## config.mk

```make
export PLATFORM = sky130hd
export DESIGN_NAME = aofc_top
export DESIGN_NICKNAME = d
export VERILOG_FILES = /design/src/rtl/aofc_top.v /design/src/rtl/aofc_offset_sat.v
export VERILOG_INCLUDE_DIRS = /design/src /design/src/rtl
export SDC_FILE = /design/constraint.sdc
export NUM_CORES = 1
export LEC_CHECK = 0
export BUFFER_PORTS_ARGS = -buffer_cell sky130_fd_sc_hd__buf_4
export CORE_UTILIZATION = 56
export CTS_BUF_LIST = sky130_fd_sc_hd__clkbuf_4
export DETAILED_ROUTE_END_ITERATION = 10
export PLACE_DENSITY = 0.83
export SLEW_MARGIN = 20
export SYNTH_ARGS = -nofsm -noshare
export SYNTH_HDL_FRONTEND = slang
export SYNTH_HIERARCHICAL = 1
export SYNTH_SLANG_ARGS = --single-unit
```

## constraint.sdc

```tcl
create_clock -name i_ref_clk -period 3.78 [get_ports i_ref_clk]
set_input_delay 0.756 -clock i_ref_clk [delete_from_list [all_inputs] [get_ports i_ref_clk]]
set_output_delay 0.756 -clock i_ref_clk [all_outputs]
set_load 0.005 [all_outputs]
```

## src/rtl/aofc_consts.vh

```
// Purpose: constants for the output-format control block
// Assumes: byte registers, each in one aligned axi4-lite word
// Notes: byte address of a register is four times its index
// Function
// - phase code n shifts output clock by n times 45 degrees.
// - phase field ignored whenever phase_delay_enable is 0.
// - odd phase codes offered only when decimation setting exceeds 2.
// - filter config at defaults allows only the four odd-multiple shifts.
// - every non-zero phase is relative to the code 000 phase.
// - set polarity bit inverts its pair; msb maps to highest pair.
// - polarity field 000000 at reset leaves all six pairs uninverted.
// - two low polarity bits are stored but have no effect.
// - programmed offset is added to every converted sample.
// - offset is 16-bit two's complement from low and high bytes.
// - offset scaled 0.25 LSb per count; zero adds nothing.
// - upper offset byte sits in its own register, resets to zero.
`ifndef AOFC_CONSTS_VH
`define AOFC_CONSTS_VH

// register indices (byte address = index * 4)
`define AOFC_IDX_DRV_LOAD 8'h63
`define AOFC_IDX_PHASE 8'h64
`define AOFC_IDX_POLARITY 8'h65
`define AOFC_IDX_OFS_LO 8'h66
`define AOFC_IDX_OFS_HI 8'h67
`define AOFC_IDX_FILTER 8'h7A
`define AOFC_IDX_STATUS 8'h7F

// reset values
`define AOFC_RST_DRV_LOAD 8'h01
`define AOFC_RST_PHASE 8'h03
`define AOFC_RST_POLARITY 8'h00
`define AOFC_RST_OFS 8'h00
`define AOFC_RST_FILTER 8'h00

// phase register fields
`define AOFC_PH_EN_BIT 7
`define AOFC_PH_SEL_HI 6
`define AOFC_PH_SEL_LO 4
`define AOFC_PH_ZERO 3'h0

// polarity register fields
`define AOFC_POL_HI 7
`define AOFC_POL_LO 2

// filter register fields (decimation setting, config-a nondefault)
`define AOFC_DEC_HI 3
`define AOFC_DEC_LO 0
`define AOFC_FIR_NDEF_BIT 4
`define AOFC_DEC_MIN_ODD 4'h2

// widths
`define AOFC_SMP_W 12
`define AOFC_PAIRS 6
`define AOFC_FRAC_BITS 2

// driver register fields passed to the pads
`define AOFC_ISEL_HI 2
`define AOFC_LOAD_BIT 3
`define AOFC_RST_ISEL 3'h1

// axi responses
`define AOFC_RESP_OKAY 2'b00
`define AOFC_RESP_SLVERR 2'b10

`endif

```

## src/rtl/aofc_top.v

```verilog
// Purpose: output stage configuration: clock phase, pair polarity, offset
// Assumes: axi4-lite slave, byte registers in the low data bits
// Notes: all outputs are registered; datapath has one cycle latency
`timescale 1ns/1ps
`default_nettype none
`include "aofc_consts.vh"

module aofc_top (
    // clock and reset
    input wire i_ref_clk,
    input wire i_rst_n,
    // axi4-lite write address
    input wire i_awvalid,
    input wire [9:0] i_awaddr,
    output reg o_awready,
    // axi4-lite write data
    input wire i_wvalid,
    input wire [31:0] i_wdata,
    input wire [3:0] i_wstrb,
    output reg o_wready,
    // axi4-lite write response
    output reg o_bvalid,
    output reg [1:0] o_bresp,
    input wire i_bready,
    // axi4-lite read address
    input wire i_arvalid,
    input wire [9:0] i_araddr,
    output reg o_arready,
    // axi4-lite read data
    output reg o_rvalid,
    output reg [31:0] o_rdata,
    output reg [1:0] o_rresp,
    input wire i_rready,
    // converter samples in
    input wire i_sample_valid,
    input wire [`AOFC_SMP_W-1:0] i_sample,
    // formatted samples out
    output reg o_sample_valid,
    output reg [`AOFC_SMP_W-1:0] o_pair_data,
    // output clock control
    output reg o_phase_delay_enable,
    output reg [2:0] o_outclk_phase_select,
    // driver settings passed to the pad ring
    output reg [2:0] o_driver_current_select,
    output reg o_driver_load_enable
);

    ////////////////////////////////////////////////////////////////////
    // register storage

    reg [7:0] drv_load_reg;
    reg [7:0] phase_reg;
    reg [7:0] polarity_reg;
    reg [7:0] ofs_lo_reg;
    reg [7:0] ofs_hi_reg;
    reg [7:0] filter_reg;
    reg clip_seen_reg;
    reg phase_refused_reg;

    ////////////////////////////////////////////////////////////////////
    // axi write channel

    reg aw_held_reg;
    reg [7:0] aw_idx_reg;
    reg w_held_reg;
    reg [7:0] w_data_reg;
    reg w_lane_reg;
    wire aw_take;
    wire w_take;
    wire wr_fire;
    wire [7:0] wr_idx;
    wire [7:0] wr_data;
    wire wr_lane;
    reg wr_hit;

    assign aw_take = i_awvalid && o_awready;
    assign w_take = i_wvalid && o_wready;
    assign wr_idx = aw_held_reg ? aw_idx_reg : i_awaddr[9:2];
    assign wr_data = w_held_reg ? w_data_reg : i_wdata[7:0];
    assign wr_lane = w_held_reg ? w_lane_reg : i_wstrb[0];
    // address and data may come in either order; fire once both are in
    assign wr_fire = (aw_held_reg || aw_take) && (w_held_reg || w_take)
                     && !o_bvalid;

    always @* begin
        case (wr_idx)
            `AOFC_IDX_DRV_LOAD: wr_hit = 1'b1;
            `AOFC_IDX_PHASE: wr_hit = 1'b1;
            `AOFC_IDX_POLARITY: wr_hit = 1'b1;
            `AOFC_IDX_OFS_LO: wr_hit = 1'b1;
            `AOFC_IDX_OFS_HI: wr_hit = 1'b1;
            `AOFC_IDX_FILTER: wr_hit = 1'b1;
            default: wr_hit = 1'b0;
        endcase
    end

    always @(posedge i_ref_clk) begin
        if (!i_rst_n) begin
            o_awready <= 1'b0;
            o_wready <= 1'b0;
            o_bvalid <= 1'b0;
            o_bresp <= `AOFC_RESP_OKAY;
            aw_held_reg <= 1'b0;
            aw_idx_reg <= 8'h00;
            w_held_reg <= 1'b0;
            w_data_reg <= 8'h00;
            w_lane_reg <= 1'b0;
        end else begin
            if (wr_fire) begin
                aw_held_reg <= 1'b0;
                w_held_reg <= 1'b0;
                o_bvalid <= 1'b1;
                o_bresp <= wr_hit ? `AOFC_RESP_OKAY : `AOFC_RESP_SLVERR;
                o_awready <= 1'b0;
                o_wready <= 1'b0;
            end else begin
                if (aw_take) begin
                    aw_held_reg <= 1'b1;
                    aw_idx_reg <= i_awaddr[9:2];
                end
                if (w_take) begin
                    w_held_reg <= 1'b1;
                    w_data_reg <= i_wdata[7:0];
                    w_lane_reg <= i_wstrb[0];
                end
                if (o_bvalid && i_bready) begin
                    o_bvalid <= 1'b0;
                end
                // ready only while idle for that channel
                o_awready <= !aw_held_reg && !aw_take && !o_bvalid;
                o_wready <= !w_held_reg && !w_take && !o_bvalid;
            end
        end
    end

    ////////////////////////////////////////////////////////////////////
    // register writes (byte lane 0 only; other lanes have no storage)

    always @(posedge i_ref_clk) begin
        if (!i_rst_n) begin
            drv_load_reg <= `AOFC_RST_DRV_LOAD;
            phase_reg <= `AOFC_RST_PHASE;
            polarity_reg <= `AOFC_RST_POLARITY;
            ofs_lo_reg <= `AOFC_RST_OFS;
            ofs_hi_reg <= `AOFC_RST_OFS;
            filter_reg <= `AOFC_RST_FILTER;
        end else if (wr_fire && wr_lane) begin
            case (wr_idx)
                `AOFC_IDX_DRV_LOAD: drv_load_reg <= wr_data;
                // factory bits are stored as written; software keeps them
                `AOFC_IDX_PHASE: phase_reg <= wr_data;
                `AOFC_IDX_POLARITY: polarity_reg <= wr_data;
                `AOFC_IDX_OFS_LO: ofs_lo_reg <= wr_data;
                `AOFC_IDX_OFS_HI: ofs_hi_reg <= wr_data;
                `AOFC_IDX_FILTER: filter_reg <= wr_data;
                default: drv_load_reg <= drv_load_reg;
            endcase
        end
    end

    ////////////////////////////////////////////////////////////////////
    // axi read channel

    reg [7:0] rd_byte;
    reg rd_hit;
    wire [7:0] rd_idx;
    wire [7:0] status_byte;

    assign rd_idx = i_araddr[9:2];
    assign status_byte = {5'h00, phase_refused_reg, clip_seen_reg,
                          o_phase_delay_enable};

    always @* begin
        rd_hit = 1'b1;
        case (rd_idx)
            `AOFC_IDX_DRV_LOAD: rd_byte = drv_load_reg;
            `AOFC_IDX_PHASE: rd_byte = phase_reg;
            `AOFC_IDX_POLARITY: rd_byte = polarity_reg;
            `AOFC_IDX_OFS_LO: rd_byte = ofs_lo_reg;
            `AOFC_IDX_OFS_HI: rd_byte = ofs_hi_reg;
            `AOFC_IDX_FILTER: rd_byte = filter_reg;
            `AOFC_IDX_STATUS: rd_byte = status_byte;
            default: begin
                rd_byte = 8'h00;
                rd_hit = 1'b0;
            end
        endcase
    end

    always @(posedge i_ref_clk) begin
        if (!i_rst_n) begin
            o_arready <= 1'b0;
            o_rvalid <= 1'b0;
            o_rdata <= 32'h0000_0000;
            o_rresp <= `AOFC_RESP_OKAY;
        end else begin
            if (i_arvalid && o_arready) begin
                o_arready <= 1'b0;
                o_rvalid <= 1'b1;
                o_rdata <= {24'h00_0000, rd_byte};
                o_rresp <= rd_hit ? `AOFC_RESP_OKAY : `AOFC_RESP_SLVERR;
            end else if (o_rvalid) begin
                if (i_rready) begin
                    o_rvalid <= 1'b0;
                end
            end else begin
                o_arready <= 1'b1;
            end
        end
    end

    ////////////////////////////////////////////////////////////////////
    // output clock phase decode

    wire ph_en;
    wire [2:0] ph_code;
    wire ph_odd;
    wire dec_above_two;
    wire fir_default;
    reg ph_allowed;

    assign ph_en = phase_reg[`AOFC_PH_EN_BIT];
    assign ph_code = phase_reg[`AOFC_PH_SEL_HI:`AOFC_PH_SEL_LO];
    assign ph_odd = ph_code[0];
    assign dec_above_two =
        filter_reg[`AOFC_DEC_HI:`AOFC_DEC_LO] > `AOFC_DEC_MIN_ODD;
    assign fir_default = !filter_reg[`AOFC_FIR_NDEF_BIT];

    // a code the current filter setup cannot make falls back to the
    // default phase rather than producing an undefined clock
    always @* begin
        if (ph_code == `AOFC_PH_ZERO) begin
            ph_allowed = 1'b1;
        end else if (ph_odd) begin
            ph_allowed = dec_above_two;
        end else begin
            ph_allowed = !fir_default;
        end
    end

    always @(posedge i_ref_clk) begin
        if (!i_rst_n) begin
            o_phase_delay_enable <= 1'b0;
            o_outclk_phase_select <= `AOFC_PH_ZERO;
            phase_refused_reg <= 1'b0;
        end else begin
            o_phase_delay_enable <= ph_en && ph_allowed;
            // shift is code * 45 degrees from the code-000 phase
            if (ph_en && ph_allowed) begin
                o_outclk_phase_select <= ph_code;
            end else begin
                o_outclk_phase_select <= `AOFC_PH_ZERO;
            end
            phase_refused_reg <= ph_en && !ph_allowed;
        end
    end

    ////////////////////////////////////////////////////////////////////
    // sample datapath: offset, saturation, pair polarity

    wire [`AOFC_SMP_W-1:0] adj_sample;
    wire adj_clip;
    wire [`AOFC_PAIRS-1:0] inv_mask;
    wire [`AOFC_SMP_W-1:0] inv_bits;

    aofc_offset_sat u_ofs (
        .i_sample(i_sample),
        .i_offset({ofs_hi_reg, ofs_lo_reg}),
        .o_result(adj_sample),
        .o_clipped(adj_clip)
    );

    // low two polarity bits are never looked at
    assign inv_mask = polarity_reg[`AOFC_POL_HI:`AOFC_POL_LO];

    // each ddr pair carries two sample bits; pair k holds bits 2k+1:2k
    genvar gp;
    generate
        for (gp = 0; gp < `AOFC_PAIRS; gp = gp + 1) begin : g_pair
            assign inv_bits[2*gp] = inv_mask[gp];
            assign inv_bits[2*gp+1] = inv_mask[gp];
        end
    endgenerate

    always @(posedge i_ref_clk) begin
        if (!i_rst_n) begin
            o_sample_valid <= 1'b0;
            o_pair_data <= 12'h000;
            clip_seen_reg <= 1'b0;
        end else begin
            o_sample_valid <= i_sample_valid;
            if (i_sample_valid) begin
                o_pair_data <= adj_sample ^ inv_bits;
            end
            // clip flag is sticky, cleared by writing the offset low byte
            if (i_sample_valid && adj_clip) begin
                clip_seen_reg <= 1'b1;
            end else if (wr_fire && wr_lane &&
                         wr_idx == `AOFC_IDX_OFS_LO) begin
                clip_seen_reg <= 1'b0;
            end
        end
    end

    ////////////////////////////////////////////////////////////////////
    // driver settings are only carried out to the pads

    always @(posedge i_ref_clk) begin
        if (!i_rst_n) begin
            o_driver_current_select <= `AOFC_RST_ISEL;
            o_driver_load_enable <= 1'b0;
        end else begin
            o_driver_current_select <= drv_load_reg[`AOFC_ISEL_HI:0];
            o_driver_load_enable <= drv_load_reg[`AOFC_LOAD_BIT];
        end
    end

endmodule
`default_nettype wire

```

## src/rtl/aofc_offset_sat.v

```verilog
// Purpose: add quarter-lsb offset to a sample and saturate
// Assumes: sample and offset are two's complement
// Notes: result truncates the two fraction bits toward minus infinity
`timescale 1ns/1ps
`default_nettype none
`include "aofc_consts.vh"

module aofc_offset_sat (
    // data in
    input wire [`AOFC_SMP_W-1:0] i_sample,
    input wire [15:0] i_offset,
    // data out
    output wire [`AOFC_SMP_W-1:0] o_result,
    output wire o_clipped
);
    localparam SW = `AOFC_SMP_W;
    localparam FW = `AOFC_FRAC_BITS;
    localparam AW = 18;

    wire signed [AW-1:0] smp_q;
    wire signed [AW-1:0] ofs_q;
    wire signed [AW-1:0] sum;
    wire signed [AW-FW-1:0] whole;
    wire [SW-1:0] max_v;
    wire [SW-1:0] min_v;
    wire over;
    wire under;

    // sample in quarter lsb units, offset sign-extended
    assign smp_q = {{(AW-SW-FW){i_sample[SW-1]}}, i_sample, {FW{1'b0}}};
    assign ofs_q = {{(AW-16){i_offset[15]}}, i_offset};
    assign sum = smp_q + ofs_q;
    assign whole = sum[AW-1:FW];
    assign max_v = {1'b0, {(SW-1){1'b1}}};
    assign min_v = {1'b1, {(SW-1){1'b0}}};
    assign over = !whole[AW-FW-1] && (|whole[AW-FW-2:SW-1]);
    assign under = whole[AW-FW-1] && !(&whole[AW-FW-2:SW-1]);
    // clip rather than wrap: a wrap flips full scale sign
    assign o_result = over ? max_v :
                      under ? min_v : whole[SW-1:0];
    assign o_clipped = over | under;
endmodule
`default_nettype wire

```

==> impl_metrics.toml <==
[power]
finalPower_mw = 2.05
powerDensity_nw_per_um2 = 318
p_leak_nw = 2.93
ir_worst_vdd_uv = 218

[setup_path]
r2r_start = "ofs_lo_reg[2]"
crit_path_max_fanout = 10
setup.worst_path.start_class = "primary input"
timing.rr.end = "o_pair_data[5]"
ff2ff_setup_slack_ns = 0.55
cp_data_required_time_ns = 4.16
worstRegToRegCells = 11
endpoint_kind = "register"
crit_type = "primary input to register"
cpMaxStageDelayCell = "xnor2_2"
critPathMostFrequentCell = "a211oi_1"
crit_arrival_ns = 3.67
worst_path_largest_cell_delay_ns = 0.52
crit_chain = "buf_4 -> ha_1 -> fa_1 -> a211oi_1 -> o211ai_2 -> nand4_2 -> mux2i_2 -> xnor2_2 -> a31oi_4 -> o21a_1 -> xnor2_1 -> a211oi_1"

[grt]
grt_antenna_before_repair = 0
grt_pass1_wl_um = 21200
grt_max_degree = 65
track_usage_pct = 26.3
gr-total-overflow = 0
grt_pass1_vias = 4224

[die]
die_area_um2 = 10600
die_h_um = 103
core-area_um2 = 9860
initial_core_util_pct = 58.1
rows = 36
ios = 138
die_w_um = 103

[placed_design]
place_congestion = 0.887
io_buffers = 80
post-place-ws_ns = 0.0339
dp.cells = 793
hpwl_um = 10200

[synthesis]
ys_ff_latch = 105
syn_area_per_cell_um2 = 9.46
synth_async_sr_flop_share_pct = 0
synth_edf_count = 0
synth_cell_type_count = 78
yosys_warnings = 6
synth_seq_area_share_pct = 36.7
syn_area_um2 = 5730
synthCells = 606
synth-main-ff-cell = "dfxtp_1"

[cells_and_area]
nets = 762
largest_reg_flops = 12
finalNonFillerCells = 808
top_register = "o_pair_data"
syn2layout_area_growth_pct = 12.5
antenna-diode-count = 0
drive_gt1_share_pct = 20.0
fillers = 809

[timing]
whs_ns = 0.472
min_period_ns = 3.29
worst_slack_ns = 0.491
maxSlewHeadroom_pct = 28.7
slew_violations = 0
setup_viol = 0
layout_worst_path_cycle_share_pct = 87.0
fin_skew_ns = 0.0163
fmax_mhz = 304
tightest_slew_ns = 1.06
final_hold_viol_count = 0
rsz0062_at_grt = "no"
fin_setup_tns_ns = 0

[routing]
wl_met1_um = 6210
drtIter0Drc = 390
top_layer = "met4"
ant_nets = 0
dr_total_vias = 4781
met2_length_um = 6220
avgViaCountPerCell = 5.92
met3_length_um = 1020
wl_per_cell_um = 16.9
drt_wl_total_um = 13700
drcViolationCount = 0
drt_first_pass_iters = 5

[status]
outcome = "finished clean"

[clock_network]
cts_resized = 0
cts_made_buffers = 9
cts_htree_levels = 3
cts_sinks = 105
cts_tree = "yes"
cts_root_buffer = "clkbuf_4"
hold_buffers = 0
cts_buffer_depth = 2
insertion_delay_ns = 0.47
cts.clk_slew.worst_paths_ns = 0.16
post-cts-setup-buffers = 0

[worst_hold_path]
hold_start = "drv_load_reg[0]"
hold_class = "register to register"
hold_end = "o_driver_current_select[0]"
holdPathStages = 1

[run]
cap_violations = 0
==> area by class of cell <==
type                            instances  area, um^2  share of cell area [%]
Multi-Input combinational cell        462        3380                    52.4
Sequential cell                       105        2100                    32.6
Timing Repair Buffer                   84         631                    9.78
Tap cell                              133         166                    2.58
Clock buffer                            9        67.6                    1.05
Clock inverter                          6        67.6                    1.05
Inverter                                9        33.8                   0.524
==> placed cells by master (no fill, tap or decap), types with 5 or more instances in the layout <==
cell      instances
a211oi_1         22
a21oi_1          15
a222oi_1          6
a22o_1            8
a22oi_1          11
a31oi_1           5
and2_1            5
buf_4            84
clkbuf_4          9
conb_1           26
dfxtp_1         105
ha_1             14
inv_1             8
mux2_2           10
mux2i_1          65
nand2_1          68
nand2b_1          9
nand3_1          11
nand4b_1          5
nor2_1           52
nor3_1            5
o21a_1           15
o21ai_0           8
o31ai_1           5
xnor2_1          15
xor2_1            7
==> logic make-up (layout without fill, tap and decap cells) <==
group	Yosys count	in the layout	synth area share (%)
AOI/OAI and AO/OA	126	126	17.9
xor gates and xnor gates	24	24	4.12
adders and majority gates	15	15	3.40
buffers and inverters	64	108	6.09
DFF	105	105	36.7
muxes	81	81	15.4
other	1	26	0.0654
and+or+nand+nor	190	190	16.4
==> metal layers <==
layer / vias up / GRT usage [%]
li1: 2295 / -
met1: 2264 / 36.9
met2: 200 / 40.7
met3: 22 / 5.38
met4: 0 / 7.91
met5: - / 0
==> cell usage after synthesis, types with 2 or more instances <==
library cell  number  area share (%)
and3b_1            2            0.31
ha_1              14             3.1
o2111ai_2          2            0.52
a22o_1             8             1.2
a31oi_1            5            0.55
or3b_2             2            0.31
buf_2              3            0.26
nand2_2            2            0.22
o211ai_1           3            0.39
a21oi_1           15             1.3
nand2_1           68             4.5
o21ai_0            8            0.70
inv_1              8            0.52
nand2b_1           9            0.98
nor4b_1            2            0.31
a211oi_1          22             2.9
a21o_1             4            0.52
mux4_2             4             1.6
a22oi_1           11             1.4
a221oi_1           3            0.46
xor2_1             7             1.1
mux2_2            10             2.0
clkbuf_1          22             1.4
mux2i_1           65              11
buf_4             26             3.4
nand4b_1           5            0.76
nor2b_1            2            0.22
a32o_1             2            0.35
nor3b_1            4            0.52
o31ai_1            5            0.65
nand3b_1           4            0.52
nor2_1            52             3.4
buf_1              3            0.20
xnor2_1           15             2.3
o31ai_4            2            0.74
nand3_1           11            0.96
o21a_1            15             2.0
and3_1             3            0.33
a222oi_1           6             1.0
and2_1             5            0.55
nor3_1             5            0.44
dfxtp_1          105              37
a31oi_4            2            0.74
==> worst max-delay path by stage <==
stage / from / endpoint / cells past startpoint
2_1_floorplan: i_sample[0] / o_pair_data[2] / 11
3_3_place_gp: i_sample[0] / o_pair_data[2] / 12
3_5_place_dp: i_sample[0] / o_pair_data[5] / 12
4_1_cts: i_sample[0] / o_pair_data[5] / 12
5_1_grt: i_sample[0] / o_pair_data[4] / 12
6_report: i_sample[0] / o_pair_data[5] / 12
==> worst max-delay path, delay by kind of cell <==
kind	cells	cell delay, ns
AOI/OAI and AO/OA	5	1.21
xor gates and xnor gates	2	0.65
adders and majority gates	2	0.67
buffers and inverters	1	0.11
muxes	1	0.10
and+or+nand+nor	1	0.16
==> where the power goes <==
part           total [mW]  internal, mW  switching [mW]
combinational       0.307         0.139           0.169
sequential           1.16          1.14          0.0279
clock               0.578         0.202           0.375
==> stage by stage <==
step           area (um^2)  util, %
2_1_floorplan         5830        -
3_3_place_gp          6310     64.0
3_5_place_dp          6310     64.0
4_1_cts               6440     65.3
5_1_grt               6450     65.4
6_report              6450     65.4
Power figures use the tool's default switching activity.
